`src/design/scr_regs.svh`:
```
// Timing counts and field values for the secondary cycle request block.
// Assumes a 200 MHz mclk; included by both ends.
`ifndef SCR_REGS_SVH
`define SCR_REGS_SVH
`define SCR_CLK_MHZ          200
`define SCR_LISTEN_MS        82
`define SCR_LISTEN_CYC       (`SCR_LISTEN_MS * 1000 * `SCR_CLK_MHZ)
`define SCR_HS_GAP_US        30
`define SCR_HS_GAP_CYC       (`SCR_HS_GAP_US * `SCR_CLK_MHZ)
`define SCR_HS_TOL_CYC       (`SCR_HS_GAP_CYC / 4)
`define SCR_FWD_TMO_US       30
`define SCR_FWD_TMO_CYC      (`SCR_FWD_TMO_US * `SCR_CLK_MHZ)
`define SCR_INT_US           55
`define SCR_INT_CYC          (`SCR_INT_US * `SCR_CLK_MHZ)
`define SCR_RAMP_MS          10
`define SCR_RAMP_CYC         (`SCR_RAMP_MS * 1000 * `SCR_CLK_MHZ)
`define SCR_WDOG_CYC         (1000 * 1000 * `SCR_CLK_MHZ)
`define SCR_MIN_OFF_CYC      400
`define SCR_MAX_RATE_PER     1429
`define SCR_START_RATE_PER   2000
`define SCR_CV_DEFAULT       16'h01F4
`define SCR_CV_MIN           16'h012C
`define SCR_CV_MAX           16'h0BB8
`define SCR_CC_MIN           8'h1D
`define SCR_CC_MAX           8'hC0
`define SCR_CC_DEFAULT       8'hC0
`define SCR_UV_36V           16'h0168
`define SCR_ADDR_CTRL        4'h0
`define SCR_ADDR_CV          4'h1
`define SCR_ADDR_CC          4'h2
`define SCR_ADDR_FAULT       4'h3
`define SCR_ADDR_STATUS      4'h4
`define SCR_ADDR_KICK        4'h5
`define SCR_ADDR_PRI_CTRL    4'h0
`define SCR_ADDR_PRI_STATUS  4'h1
`endif

```
`src/design/scr_pkg.sv`:
```
// Types shared by both ends of the secondary cycle request link.
// Assumes scr_regs.svh is on the include path.
`default_nettype none
package scr_pkg;
  typedef enum logic [1:0] {
    SCR_RSP_NONE  = 2'b00,
    SCR_RSP_LATCH = 2'b01,
    SCR_RSP_RETRY = 2'b10,
    SCR_RSP_DIS   = 2'b11
  } scr_resp_t;
  typedef enum logic [3:0] {
    SCR_S_IDLE = 4'b0001,
    SCR_S_HS   = 4'b0010,
    SCR_S_RUN  = 4'b0100,
    SCR_S_OFF  = 4'b1000
  } scr_sec_state_t;
  typedef enum logic [3:0] {
    SCR_P_LISTEN = 4'b0001,
    SCR_P_OWN    = 4'b0010,
    SCR_P_SLAVE  = 4'b0100,
    SCR_P_RETRY  = 4'b1000
  } scr_pri_state_t;
endpackage : scr_pkg
`default_nettype wire

```
`src/design/scr_link_if.sv`:
```
// Isolated feedback link between the secondary controller and primary.
// Assumes one mclk domain; the bench joins both ends through it.
`default_nettype none
interface scr_link_if;
  logic cycle_req;  // Secondary request pulse
  logic fwd_fall;   // Primary conduction end, seen as winding falling edge
  logic pri_cond;   // Primary conducting
  modport sec (output cycle_req, input fwd_fall, input pri_cond);
  modport pri (input cycle_req, output fwd_fall, output pri_cond);
endinterface : scr_link_if
`default_nettype wire

```
`src/design/scr_secondary.sv`:
```
// Secondary end: cycle requests, rectifier gating, set points, faults, watchdog.
// Assumes comparator inputs synchronous to mclk; link from scr_link_if.
// Summary of operation
// - Primary keeps control until handshake succeeds.
// - Primary listens about 82 ms before switching.
// - Two requests 30 us apart hand over control.
// - Silent window: primary switches on its own.
// - Rectifier on at fall, off below zero.
// - Continuous mode: rectifier off before request.
// - Voltage target 5 V default, 3-30 V.
// - Current set point 15-100%, 0.52% steps.
// - Enforce minimum off time and request rate.
// - Four fault responses; bus switch separate.
// - Faults pull clock line low 55 us.
// - Watchdog restores 5 V, opens switch.
// - Primary start-up rate and current capped.
// - Ramp request rate over 10 ms.
// - Retry if below 3.6 V after ramp.
// - Regulation aborts ramp once valley programmed.
// - Block requests until fall or 30 us.
// - Rectifier only on requested, edged cycles.
// - Protection suspends rectifier; unrequested faults also stop valley switching.
// - Host sets protection command values.
// - Open rectifier pin stops requests.
// - Grounded pin disables rectifier and open check.
//
// Implementation choices: the plain strobed port and the placing of the registers.
`default_nettype none
`include "scr_regs.svh"
module scr_secondary
  import scr_pkg::*;
#(
  parameter int unsigned RAMP_CYC = `SCR_RAMP_CYC,
  parameter int unsigned WDOG_CYC = `SCR_WDOG_CYC,
  parameter int unsigned INT_CYC  = `SCR_INT_CYC
) (
  input  wire logic        mclk,          // 200 MHz clock
  input  wire logic        rst_n,         // Sync reset, active low
  scr_link_if.sec          link,          // Feedback link
  input  wire logic        need_energy,   // Output below target
  input  wire logic        ccm,           // Continuous conduction detected
  input  wire logic        rect_below_0,  // Rectifier voltage below zero
  input  wire logic        ovr_current,   // Current above 3x CC threshold
  input  wire logic        uv_det,        // Output undervoltage
  input  wire logic        ov_det,        // Output overvoltage
  input  wire logic        in_reg,        // Output in regulation
  input  wire logic [15:0] output_sense_code,     // Output voltage, 10 mV/LSB
  input  wire logic        pin_open,      // Rectifier pin load below 200 pF
  input  wire logic        pin_grounded,  // Rectifier pin tied low
  input  wire logic        unreq_fault,   // Unrequested or cross conduction seen
  input  wire logic        valley_prog,   // Valley detect programming done
  input  wire logic [3:0]  addr,          // Register address
  input  wire logic [15:0] wdata,         // Write data
  input  wire logic        wr,            // Write strobe
  input  wire logic        rd,            // Read strobe
  output logic      [15:0] rdata,         // Read data, one cycle later
  output logic             sync_rectifier, // Rectifier gate drive
  output logic             valley_switching, // Valley gating enabled
  output logic             scl_o,         // Clock line pull value
  output logic             scl_oe_n,      // Low while pulling clock line
  output logic             bus_switch_drive, // Series switch on
  output logic             cc_mode,       // Constant-current regulation
  output logic      [15:0] cv_target,     // Voltage target, 10 mV/LSB
  output logic      [7:0]  cc_target      // Current set point
);
  initial begin
    if (RAMP_CYC < 16 || WDOG_CYC < 2 || INT_CYC < 1) $error("scr_secondary: bad parameters");
  end
  typedef struct packed {
    scr_sec_state_t st;
    logic [15:0]    cv;
    logic [7:0]     cc;
    scr_resp_t      uv_rsp;
    scr_resp_t      ov_rsp;
    logic           bus_en;
    logic [1:0]     fault;
    logic [15:0]    since;     // Cycles since last request or conduction end
    logic [15:0]    per;       // Current permitted request period
    logic [31:0]    ramp;
    logic           ramping;
    logic           wait_fwd;
    logic [15:0]    tmo;
    logic           requested;
    logic           sr;
    logic           req;
    logic [15:0]    hs;
    logic [31:0]    wdog;
    logic [15:0]    int_cnt;
    logic           sr_dis;    // Strap caught after reset
    logic           strap_done;
    logic           ccmode;
    logic [15:0]    rdata;
  } scr_sec_t;
  scr_sec_t r;
  scr_sec_t next_r;
  logic     fault_ev;
  logic     prot;
  logic     can_req;
  always_comb begin
    next_r   = r;
    fault_ev = 1'b0;
    prot     = unreq_fault || ovr_current;
    next_r.req = 1'b0;
    if (!r.strap_done) begin
      next_r.strap_done = 1'b1;
      next_r.sr_dis     = pin_grounded;
    end
    if (r.since != 16'hFFFF) next_r.since = r.since + 16'h0001;
    if (link.fwd_fall) next_r.since = 16'h0000;
    if (r.int_cnt != 16'h0000) next_r.int_cnt = r.int_cnt - 16'h0001;
    next_r.wdog = r.wdog + 32'h0000_0001;
    if (r.wait_fwd) begin
      next_r.tmo = r.tmo + 16'h0001;
      if (link.fwd_fall || r.tmo >= 16'(`SCR_FWD_TMO_CYC - 1)) next_r.wait_fwd = 1'b0;
    end
    if (link.fwd_fall && r.requested && !r.sr_dis && !prot) next_r.sr = 1'b1;
    if (link.fwd_fall) next_r.requested = 1'b0;
    if (r.sr && (rect_below_0 || prot)) next_r.sr = 1'b0;
    if (r.ramping) begin
      next_r.ramp = r.ramp + 32'h0000_0001;
      next_r.per  = 16'(`SCR_START_RATE_PER - (((`SCR_START_RATE_PER - `SCR_MAX_RATE_PER)
                        * (64'(r.ramp) * 64'd1024 / 64'(RAMP_CYC))) >> 10));
      if (in_reg && valley_prog) begin
        next_r.ramping = 1'b0;
        next_r.per     = 16'(`SCR_MAX_RATE_PER);
      end else if (r.ramp >= RAMP_CYC - 1) begin
        next_r.ramping = 1'b0;
        next_r.per     = 16'(`SCR_MAX_RATE_PER);
        if (output_sense_code <= 16'(`SCR_UV_36V)) next_r.st = SCR_S_OFF;
      end
    end
    next_r.ccmode = r.ramping && !in_reg && output_sense_code <= 16'(`SCR_UV_36V);
    can_req = !r.wait_fwd && !link.pri_cond && r.since >= 16'(`SCR_MIN_OFF_CYC)
              && r.since >= r.per && (!r.sr_dis ? !pin_open : 1'b1);
    unique case (r.st)
      SCR_S_IDLE: begin
        next_r.st = SCR_S_HS;
        next_r.hs = 16'h0000;
        next_r.req = 1'b1;
      end
      SCR_S_HS: begin
        next_r.hs = r.hs + 16'h0001;
        if (r.hs == 16'(`SCR_HS_GAP_CYC - 1)) begin
          next_r.req     = 1'b1;
          next_r.st      = SCR_S_RUN;
          next_r.ramping = 1'b1;
          next_r.ramp    = 32'h0000_0000;
          next_r.per     = 16'(`SCR_START_RATE_PER);
          // Unanswered second pulse blocks like any request
          next_r.wait_fwd = 1'b1;
          next_r.tmo      = 16'h0000;
        end
      end
      SCR_S_RUN: begin
        if (need_energy && can_req && !(ccm && r.sr)) begin
          next_r.req       = 1'b1;
          next_r.requested = 1'b1;
          next_r.wait_fwd  = 1'b1;
          next_r.tmo       = 16'h0000;
          next_r.since     = 16'h0000;
        end
        if (ccm && need_energy && can_req) next_r.sr = 1'b0;
      end
      SCR_S_OFF: ;
      default: next_r.st = SCR_S_IDLE;
    endcase
    if (uv_det && !r.fault[0]) begin
      fault_ev = 1'b1;
      if (r.uv_rsp == SCR_RSP_RETRY || r.uv_rsp == SCR_RSP_LATCH) next_r.st = SCR_S_OFF;
      if (r.uv_rsp == SCR_RSP_DIS) next_r.bus_en = 1'b0;
    end
    if (ov_det && !r.fault[1]) begin
      fault_ev = 1'b1;
      if (r.ov_rsp == SCR_RSP_RETRY || r.ov_rsp == SCR_RSP_LATCH) next_r.st = SCR_S_OFF;
      if (r.ov_rsp == SCR_RSP_DIS) next_r.bus_en = 1'b0;
    end
    next_r.rdata = 16'h0000;
    if (rd) begin
      unique case (addr)
        `SCR_ADDR_CTRL:   next_r.rdata = {11'h000, r.ov_rsp, r.uv_rsp, r.bus_en};
        `SCR_ADDR_CV:     next_r.rdata = r.cv;
        `SCR_ADDR_CC:     next_r.rdata = {8'h00, r.cc};
        `SCR_ADDR_FAULT:  next_r.rdata = {14'h0000, r.fault};
        `SCR_ADDR_STATUS: next_r.rdata = {9'h000, r.sr_dis, r.ccmode, r.ramping, r.st};
        default:          next_r.rdata = 16'h0000;
      endcase
    end
    if (wr) begin
      next_r.wdog = 32'h0000_0000;
      unique case (addr)
        `SCR_ADDR_CTRL: begin
          next_r.bus_en = wdata[0];
          next_r.uv_rsp = scr_resp_t'(wdata[2:1]);
          next_r.ov_rsp = scr_resp_t'(wdata[4:3]);
        end
        `SCR_ADDR_CV: if (wdata >= 16'(`SCR_CV_MIN) && wdata <= 16'(`SCR_CV_MAX)) next_r.cv = wdata;
        `SCR_ADDR_CC: if (wdata[7:0] >= `SCR_CC_MIN && wdata[7:0] <= `SCR_CC_MAX) next_r.cc = wdata[7:0];
        `SCR_ADDR_FAULT: next_r.fault = r.fault & ~wdata[1:0];
        default: ;
      endcase
    end
    if (uv_det) next_r.fault[0] = 1'b1;                      // Set beats clear
    if (ov_det) next_r.fault[1] = 1'b1;
    if (fault_ev) next_r.int_cnt = 16'(INT_CYC);
    if (r.wdog >= WDOG_CYC - 1) begin
      next_r.cv     = 16'(`SCR_CV_DEFAULT);
      next_r.bus_en = 1'b0;
      next_r.wdog   = 32'h0000_0000;
    end
    if (!rst_n) begin
      next_r = '{st: SCR_S_IDLE, cv: 16'(`SCR_CV_DEFAULT), cc: `SCR_CC_DEFAULT,
                 uv_rsp: SCR_RSP_NONE, ov_rsp: SCR_RSP_NONE, bus_en: 1'b0, fault: 2'b00,
                 since: 16'hFFFF, per: 16'(`SCR_START_RATE_PER), ramp: 32'h0000_0000,
                 ramping: 1'b0, wait_fwd: 1'b0, tmo: 16'h0000, requested: 1'b0, sr: 1'b0,
                 req: 1'b0, hs: 16'h0000, wdog: 32'h0000_0000, int_cnt: 16'h0000,
                 sr_dis: 1'b0, strap_done: 1'b0, ccmode: 1'b0, rdata: 16'h0000};
    end
  end
  always_ff @(posedge mclk) begin
    r <= next_r;
  end
  assign link.cycle_req    = r.req;
  assign sync_rectifier    = r.sr;
  assign valley_switching  = !unreq_fault && !ccm;
  assign scl_o             = 1'b0;
  assign scl_oe_n          = (r.int_cnt == 16'h0000);
  assign bus_switch_drive  = r.bus_en;
  assign cc_mode           = r.ccmode;
  assign cv_target         = r.cv;
  assign cc_target         = r.cc;
  assign rdata             = r.rdata;
endmodule : scr_secondary
`default_nettype wire

```
`src/flat_wrapper.sv`:
```
// flat-port wrapper written by rule: the top's interface ports become plain ports
module scr_secondary_flat import scr_pkg::*;
#(
  parameter int unsigned RAMP_CYC = `SCR_RAMP_CYC,
  parameter int unsigned WDOG_CYC = `SCR_WDOG_CYC,
  parameter int unsigned INT_CYC  = `SCR_INT_CYC
)
  (mclk, rst_n, need_energy, ccm, rect_below_0, ovr_current, uv_det, ov_det, in_reg, output_sense_code, pin_open, pin_grounded, unreq_fault, valley_prog, addr, wdata, wr, rd, rdata, sync_rectifier, valley_switching, scl_o, scl_oe_n, bus_switch_drive, cc_mode, cv_target, cc_target, link_cycle_req, link_fwd_fall, link_pri_cond);
  scr_link_if link_i ();
  input  wire logic mclk;
  input  wire logic rst_n;
  input  wire logic need_energy;
  input  wire logic ccm;
  input  wire logic rect_below_0;
  input  wire logic ovr_current;
  input  wire logic uv_det;
  input  wire logic ov_det;
  input  wire logic in_reg;
  input  wire logic [15:0] output_sense_code;
  input  wire logic pin_open;
  input  wire logic pin_grounded;
  input  wire logic unreq_fault;
  input  wire logic valley_prog;
  input  wire logic [3:0] addr;
  input  wire logic [15:0] wdata;
  input  wire logic wr;
  input  wire logic rd;
  output logic      [15:0] rdata;
  output logic sync_rectifier;
  output logic valley_switching;
  output logic scl_o;
  output logic scl_oe_n;
  output logic bus_switch_drive;
  output logic cc_mode;
  output logic      [15:0] cv_target;
  output logic      [7:0] cc_target;
  output wire logic [$bits(link_i.cycle_req)-1:0] link_cycle_req;
  input wire logic [$bits(link_i.fwd_fall)-1:0] link_fwd_fall;
  input wire logic [$bits(link_i.pri_cond)-1:0] link_pri_cond;
  assign link_cycle_req = link_i.cycle_req;
  assign link_i.fwd_fall = link_fwd_fall;
  assign link_i.pri_cond = link_pri_cond;
  scr_secondary #(.RAMP_CYC(RAMP_CYC), .WDOG_CYC(WDOG_CYC), .INT_CYC(INT_CYC)) u_core (.mclk(mclk), .rst_n(rst_n), .link(link_i), .need_energy(need_energy), .ccm(ccm), .rect_below_0(rect_below_0), .ovr_current(ovr_current), .uv_det(uv_det), .ov_det(ov_det), .in_reg(in_reg), .output_sense_code(output_sense_code), .pin_open(pin_open), .pin_grounded(pin_grounded), .unreq_fault(unreq_fault), .valley_prog(valley_prog), .addr(addr), .wdata(wdata), .wr(wr), .rd(rd), .rdata(rdata), .sync_rectifier(sync_rectifier), .valley_switching(valley_switching), .scl_o(scl_o), .scl_oe_n(scl_oe_n), .bus_switch_drive(bus_switch_drive), .cc_mode(cc_mode), .cv_target(cv_target), .cc_target(cc_target));
endmodule
```
`config.mk`:
```
export PLATFORM = sky130hd
export DESIGN_NAME = scr_secondary_flat
export DESIGN_NICKNAME = d
export VERILOG_FILES = /design/src/design/scr_pkg.sv /design/src/design/scr_link_if.sv /design/src/design/scr_secondary.sv /design/src/flat_wrapper.sv
export VERILOG_INCLUDE_DIRS = /design/src /design/src/design
export SDC_FILE = /design/constraint.sdc
export NUM_CORES = 1
export LEC_CHECK = 0
export BUFFER_PORTS_ARGS = -buffer_cell sky130_fd_sc_hd__buf_4
export CAP_MARGIN = 20
export CORE_UTILIZATION = 40
export DETAILED_ROUTE_END_ITERATION = 7
export MAX_ROUTING_LAYER = met4
export PLACE_DENSITY = 0.66
export SLEW_MARGIN = 10
export SYNTH_ARGS = -nofsm -noshare
export SYNTH_HDL_FRONTEND = slang
export SYNTH_SLANG_ARGS = --single-unit
```
`constraint.sdc`:
```
create_clock -name mclk -period 42 [get_ports mclk]
set_input_delay 2.1 -clock mclk [delete_from_list [all_inputs] [get_ports mclk]]
set_output_delay 2.1 -clock mclk [all_outputs]
set_load 0.01 [all_outputs]
```
# After elaboration in Yosys (flattened, before gate mapping)
# Cells that the tools add are included.
[word_totals] register_bits=203 input_bits=53 output_inout_bits=47 word_cells=168
[classes] add_sub_neg=7 multipliers=1 div_mod_pow=1 n_lt_le_gt_ge=10 n_eq_ne=16 muxes=49 bitwise_logic=3 reduce_logical=56
[ops] cell="2-to-1 mux 49 bit" n=2
[ops] cell="2-to-1 mux 16 bit" n=6
[ops] cell="one-hot mux 16 bit (5 select lines)" n=1
[ops] cell="2-to-1 mux 66 bit" n=1
[ops] cell="adder 32 x 1 -> 32 bit (second input constant)" n=2
[ops] cell="divider 42 x 21 -> 64 bit (second input constant)" n=1
[ops] cell="multiplier 10 x 64 -> 26 bit (first input constant)" n=1
[ops] cell="adder 16 x 1 -> 16 bit (second input constant)" n=3
[ops] cell="2-to-1 mux 4 bit" n=9
[ops] cell="one-hot mux 17 bit (2 select lines)" n=1
[ops] cell=">= comparator 16 x 9 -> 1 bit (second input constant)" n=2
[ops] cell=">= comparator 32 x 21 -> 1 bit (second input constant)" n=1
[ops] cell=">= comparator 32 x 28 -> 1 bit (second input constant)" n=1
[ops] cell="one-hot mux 16 bit (2 select lines)" n=1
[ops] cell="2-to-1 mux 14 bit" n=2
[ops] cell="logical AND 1 bit" n=21
[ops] cell="2-to-1 mux 1 bit" n=19
[ops] cell="2-to-1 mux 18 bit" n=1
[ops] cell="2-to-1 mux 17 bit" n=1
[ops] cell="equality test 16 x 13 -> 1 bit (second input constant)" n=1
[ops] cell=">= comparator 16 x 13 -> 1 bit (second input constant)" n=1
[ops] cell=">= comparator 16 bit" n=1
[ops] cell="less-or-equal comparator 16 x 12 -> 1 bit (second input constant)" n=1
[ops] cell="less-or-equal comparator 16 x 9 -> 1 bit (second input constant)" n=1
[ops] cell="28 further kinds" n=62

# Longest topological paths before layout
# Gate-level depths: netlist of run 1.
[depth] ltp_word=11 depth_mapped=151 mapped_depth_nobuf=138

# Worst setup path before layout of run 1
# OpenSTA, ideal clock, no wires.
[synth_path] path_kind="reg2reg" start="register u_core.r[129] (netlist bit)" end="register u_core.r[151] (netlist bit)" setup_ns=0.132 arrival_time_ns=29.825 t_required_ns=41.868 path_slack_ns=12.043 path_stages_with_launch=140 n_path_buf=8 synth_period_minus_slack_ns=29.957 path_cell_list="dfxtp_1 buf_2 or4_1 buf_2 a21oi_2 o41ai_1 or3_1 buf_2 o31ai_2 xnor2_1 nor2b_1 a21oi_1 maj3_1 a211o_1 nor3_1 mux2_2 nand4_2 o211a_4 [104 not listed] nor2b_1 or2_2 a21oi_1 o21bai_1 a21o_1 a21oi_1 nor2b_1 o21a_1 or2_2 a21o_1 nor2_1 nor3_1 a21oi_1 o21ai_0 a21oi_1 xnor2_1 o21ai_0 a21oi_1"
[synth_between] elab_chain_len=8 word_cells_on_any_way=9 classes_between="1 x add/sub; 1 x mul; 1 x div; 1 x order compare; 5 x mux"
[synth_rtl] item="from (decl)" line_no="scr_secondary.sv:94" text="scr_sec_t r;"
[synth_rtl] item="from (signal assigned)" line_no="scr_secondary.sv:220" text="r <= next_r;"
[synth_rtl] item="divider 42 x 21 -> 64 bit" line_no="scr_secondary.sv:122" text="* (64'(r.ramp) * 64'd1024 / 64'(RAMP_CYC))) >> 10));"
[synth_rtl] item="multiplier 10 x 64 -> 26 bit" line_no="scr_secondary.sv:121" text="next_r.per = 16'(`SCR_START_RATE_PER - (((`SCR_START_RATE_PER - `SCR_MAX_RATE_PER)"
[synth_rtl] item="subtractor 11 x 16 -> 16 bit (no line)"
[synth_rtl] item="2-to-1 mux 16 bit (*)" line_no="scr_secondary.sv:126" text="end else if (r.ramp >= RAMP_CYC - 1) begin"
[synth_rtl] item="2-to-1 mux 16 bit (*)" line_no="scr_secondary.sv:123" text="if (in_reg && valley_prog) begin"
[synth_rtl] item="2-to-1 mux 49 bit (*)" line_no="scr_secondary.sv:119" text="if (r.ramping) begin"
[synth_rtl] item="2-to-1 mux 66 bit" line_no="scr_secondary.sv:143" text="if (r.hs == 16'(`SCR_HS_GAP_CYC - 1)) begin"
[synth_rtl] item="2-to-1 mux 49 bit (*)" line_no="scr_secondary.sv:135" text="unique case (r.st)"
# Every way passes the cells marked *; elsewhere a longest branch is shown, timed or not.
# A chain may end at the register's enable or synchronous reset.

# Worst setup path in the final report of run 1
[layout_path] start="register u_core.r[128] (netlist bit)" end="register u_core.r[151] (netlist bit)"
# Same word-level chain as after synthesis.

==> reports/metrics.yaml, run 1 <==
outcome: "completed"
firstDrtPassIters: 5
synth_ff_type: "dfxtp_1"
core_region_area_sq_um: 64600
holdBufCountCts: 0
synthSimpleGateAreaFrac: 0.243
grt_max_degree: 42
finalHoldViolCount: 0
worst_pin_slew_ns: 1.08
synth_xor_area_frac: 0.0958
postRouteWirelength_microns: 72500
via_per_inst: 6.02
die_area_sq_um: 66400
clock-root-buffer: "clkbuf_16"
synth_top_family_by_area: "compound AO/OA/AOI/OAI gates"
cp-endpoint: "u_core.r[151]"
period_needed_ns: 36.61
drv_slew: 0
crit_path_end_kind: "register"
max-vdd-ir-drop_mv: 0.0225
port_buffers: 98
cts_sinks: 203
slew_headroom: 0.280
synth.area.mux_share: 0.0260
cp-start-kind: "register"
fin_nets: 3679
crit_fanout: 21
diodes: 0
critical_path_depth: 132
setup_viol: 0
clockBufferDepth: 3
hp-class: "register to register"
seqPwrFrac: 0.458
synth_compound_area_frac: 0.294
pwr-share-clk: 0.474
clk_pin_slew_ns: 0.06
grtUsageTotal: 0.215
synth_warnings: 0
reg2reg_slack_ns: 5.39
drt-initial-drc-count: 2235
cpPeakStageDelay_ns: 0.86
ys_seq_elements: 203
yosysSeqAreaShare: 0.155
rsz0062_at_grt: "false"
p_leak_uw: 0.0111
wl_per_cell_microns: 16.8
r2r_end: "u_core.r[151]"
skew_ns: 0.0189
grt-ovfl-total: 0
cts-htree-levels: 1
p_per_area_nw_per_um2: 15.7
ios: 100
layout-drive-gt1-share: 0.0998
rr_worst_depth: 132
start_util: 0.405
place_area_sq_um: 27300
syn_inst: 3445
r2r_start: "u_core.r[128]"
hold_depth: 1
path_delay_family: "compound AO/OA/AOI/OAI gates"
cp_common_cell: "a21oi_1"
design_area_sq_um: 28100
fmax_ghz: 0.0273
die_h_microns: 258
cap_viol_max_count: 0
final_common_cell: "nor2_1"
grt_pass1_vias: 23500
drcViolationCount: 0
p_int_uw: 335
synth_cell_types: 147
grt_pass1_wl_microns: 120000
cts_tree: "done"
cts_resized: 0
finalCritPeriodShare: 0.872
path_buf_inv: 15
die_w_microns: 258
p_sw_frac: 0.240
crit_path_start: "u_core.r[128]"
report.power.total_uw: 441
hpwlAfterDp_microns: 56200
crit_slowest_cell: "a21boi_1"
syn_area_sq_um: 26200
power.switching_uw: 106
tns_ns: 0
cp.arrival_ns: 37.03
rows: 93
worstPathRequired_ns: 42.42
vias: 25900
synth_fa_ha_area_frac: 0.120
p_comb_frac: 0.068
syn-mean-instance-area_sq_um: 7.59
cts_setup_buffers: 0
place.gp.congestion: 0.930
antenna_found_initial: 0
layout_common_cells: "nor2_1 (326), nand2_1 (272), inv_1 (212)"
synth_edf_count: 0
area_growth_pct: 7.46
async_reset_ff_frac: 0
ant_nets: 0
cts_made_buffers: 23
path_class: "register to register"
insertion_delay_ns: 0.52
==> power by group through the flow <==
stage,combinational [uW],clock [uW],sequential [uW]
after global placement,29.4,0,206
after detailed placement,30.0,0,206
after floorplan,20.5,0,204
after CTS,30.2,213,202
final,30.2,209,202
after global routing,33.8,222,202
==> flip-flops by register name (all words and copies together), names as in the netlist <==
signal	cells
u_core.r	159
u_core.cv_target	16
u_core.rdata	16
u_core.cc_target	8
u_core.bus_switch_drive	1
u_core.cc_mode	1
u_core.link.cycle_req	1
u_core.sync_rectifier	1
==> kinds of logic after synthesis <==
logic type | after synthesis
muxes | 64
and+or+nand+nor | 1250
AOI/OAI and AO/OA | 1030
buffers and inverters | 402
adders and majority gates | 212
other | 1
xor gates and xnor gates | 283
DFF | 203
==> cells in the mapped netlist, types with 43 or more instances <==
cell	number	area (sq um)
a21oi_1	211	1060
a31oi_1	50	313
and2_1	53	332
buf_4	45	338
clkbuf_1	84	315
dfxtp_1	203	4060
fa_1	69	1380
ha_1	126	1580
inv_1	212	796
nand2_1	273	1020
nand3_1	145	726
nand4_1	43	269
nor2_1	326	1220
nor3_1	98	490
o211ai_1	43	323
o21ai_0	144	721
xnor2_1	192	1680
xor2_1	88	771
==> routing by layer <==
metal	wire length, microns	vias up	GRT usage
met5	0	-	-
met4	1360	0	0.0436
met3	3280	125	0.0149
met2	33400	718	0.343
met1	34500	12400	0.298
li1	-	12700	-
==> final cells by class <==
cell class,instances,area [sq um]
Fill cell,6536,36500
Timing Repair Buffer,121,908
Inverter,238,897
Clock buffer,30,632
Tap cell,855,1070
Multi-Input combinational cell,2844,20400
Sequential cell,203,4060
Clock inverter,11,149
==> worst reg2reg max path, delay by kind of cell (launching register included) <==
family / cells / cell delay (ns)
AO/OA/AOI/OAI: 63 / 16.84
AND/OR/NAND/NOR: 37 / 10.74
adder cells (fa/ha/maj): 9 / 3.19
buffers and inverters: 15 / 2.59
multiplexers: 4 / 1.55
XOR/XNOR: 4 / 1.13
flip-flops: 1 / 0.43
==> worst min path at each step <==
stage	to	slack, ns	start
6_report	u_core.r[35]	0.47	u_core.r[35]
3_5_place_dp	u_core.r[35]	0.45	u_core.r[35]
4_1_cts	u_core.r[35]	0.47	u_core.r[35]
2_1_floorplan	u_core.r[35]	0.43	u_core.r[35]
5_1_grt	u_core.r[172]	0.51	u_core.r[172]
3_3_place_gp	u_core.r[35]	0.45	u_core.r[35]
==> stage by stage <==
stage / utilization / instances / hold WS, ns / setup WS (ns)
2_1_floorplan: - / 3449 / 0.430 / 12.04
6_report: 0.435 / 4302 / 0.466 / 5.39
3_3_place_gp: 0.423 / 4259 / 0.445 / 6.24
4_1_cts: 0.435 / 4300 / 0.465 / 5.39
3_5_place_dp: 0.423 / 4259 / 0.452 / 5.59
5_1_grt: 0.435 / 4302 / 0.510 / 2.11
(Power assumes the default switching activity.)
==> run 2: changes to the inputs <==
Clock period 42 ns to 33.8 ns, I/O delays scaled along.
==> reports/metrics.yaml, run 2 (same netlist as run 1, synthesis figures left out) <==
postRouteWirelength_microns: 73200
vias: 26100
holdPathEnd: "u_core.r[35]"
cp_common_cell: "a21oi_1"
area_growth_pct: 12.1
worst_pin_slew_ns: 1.04
finalCritPeriodShare: 0.945
cts_made_buffers: 23
cp-start-kind: "register"
outcome: "completed"
cts_sinks: 203
layout-drive-gt1-share: 0.147
max-vdd-ir-drop_mv: 0.0327
layout_common_cells: "nor2_1 (324), nand2_1 (267), inv_1 (212)"
hpwlAfterDp_microns: 56100
path_delay_family: "compound AO/OA/AOI/OAI gates"
die_area_sq_um: 66400
drcViolationCount: 0
drv_slew: 0
p_leak_uw: 0.0116
path_buf_inv: 18
p_comb_frac: 0.068
place_area_sq_um: 27600
reg2reg_slack_ns: 1.86
place.gp.congestion: 0.947
grt-ovfl-total: 0
pre_cts_ws_ns: -0.0233
largest_reg_flops: 159
cpPeakStageDelay_ns: 0.66
setup_ws_ns: 1.86
hold_depth: 1
hp-class: "register to register"
final_common_cell: "nor2_1"
r2r_end: "u_core.r[151]"
grt_max_degree: 42
fmax_ghz: 0.0313
path_class: "register to register"
min_from: "u_core.r[35]"
port_buffers: 98
die_h_microns: 258
ant_nets: 0
power.switching_uw: 132
seqPwrFrac: 0.460
cts_tree: "done"
core_region_area_sq_um: 64600
rr_worst_depth: 135
utilization: 0.454
antenna_found_initial: 0
cap_viol_max_count: 0
clk_pin_slew_ns: 0.07
ios: 100
grt_pass1_vias: 23700
diodes: 0
skew_ns: 0.0283
grt_pass1_wl_microns: 120000
start_util: 0.405
design_area_sq_um: 29300
finalHoldViolCount: 0
p_int_uw: 414
setup_viol: 0
r2r_start: "u_core.r[129]"
wl_per_cell_microns: 16.7
stdcell_count: 4371
clock-root-buffer: "clkbuf_16"
p_per_area_nw_per_um2: 18.6
die_w_microns: 258
cts-htree-levels: 1
holdBufCountCts: 0
period_needed_ns: 31.94
grtUsageTotal: 0.214
clockBufferDepth: 3
slew_headroom: 0.304
crit_path_end_kind: "register"
crit_fanout: 14
largest_register: "u_core.r"
firstDrtPassIters: 6
pwr-share-clk: 0.472
rows: 93
fin_nets: 3747
worstPathRequired_ns: 34.17
crit_slowest_cell: "or4_1"
p_sw_frac: 0.241
via_per_inst: 5.97
report.power.total_uw: 546
dp.cells: 4292
cp.arrival_ns: 32.31
drt-initial-drc-count: 1994
insertion_delay_ns: 0.54
-- run 2: changes by cell type in the layout (fill, tap and decap cells not counted), sizes merged --
cell | previous run | this run
buf | 121 | 189
bufinv | 3 | 2
clkbuf | 30 | 31
clkinv | 13 | 14
clkinvlp | 0 | 1
inv | 233 | 232
-- run 2: cell type report --
class / instances / area [sq um]
Clock inverter: 11 / 133
Fill cell: 6517 / 35200
Timing Repair Buffer: 189 / 1420
Sequential cell: 203 / 4070
Multi-Input combinational cell: 2844 / 21100
Inverter: 238 / 897
Tap cell: 855 / 1070
Clock buffer: 31 / 656
-- run 2: how the worst max path moves through the flow --
stage | depth (start not counted) | to | from
after detailed placement | 127 | u_core.r[151] | u_core.r[133]
after CTS | 130 | u_core.r[151] | u_core.r[133]
after floorplan | 139 | u_core.r[151] | u_core.r[129]
final | 135 | u_core.r[151] | u_core.r[129]
after global placement | 130 | u_core.r[151] | u_core.r[133]
after global routing | 132 | u_core.r[151] | u_core.r[126]
-- run 2: layer usage --
metal | wire, microns | vias up | track usage
met4 | 1080 | 0 | 0.0385
met1 | 34600 | 12400 | 0.298
met2 | 34100 | 709 | 0.342
li1 | - | 12800 | -
met5 | 0 | - | -
met3 | 3310 | 93 | 0.0158
-- run 2: power groups by stage --
stage	Sequential, uW	Clock [uW]	Combinational [uW]
2_1_floorplan	253	0	25.5
3_3_place_gp	256	0	36.6
3_5_place_dp	256	0	37.0
4_1_cts	251	264	37.2
5_1_grt	251	273	41.0
6_report	251	258	37.1
-- run 2: per-stage QoR --
stage	setup TNS [ns]	hold slack, ns
final	0	0.468
after global routing	-0.197	0.487
after CTS	0	0.471
after detailed placement	-0.0233	0.456
after global placement	0	0.444
after floorplan	0	0.430
-- run 2: timing repair --
item / CTS / global route
pin swaps: 1 / 19
buffers inserted: 2 / 34
setup endpoints to repair: 1 / 13
gates resized for setup: 0 / 131
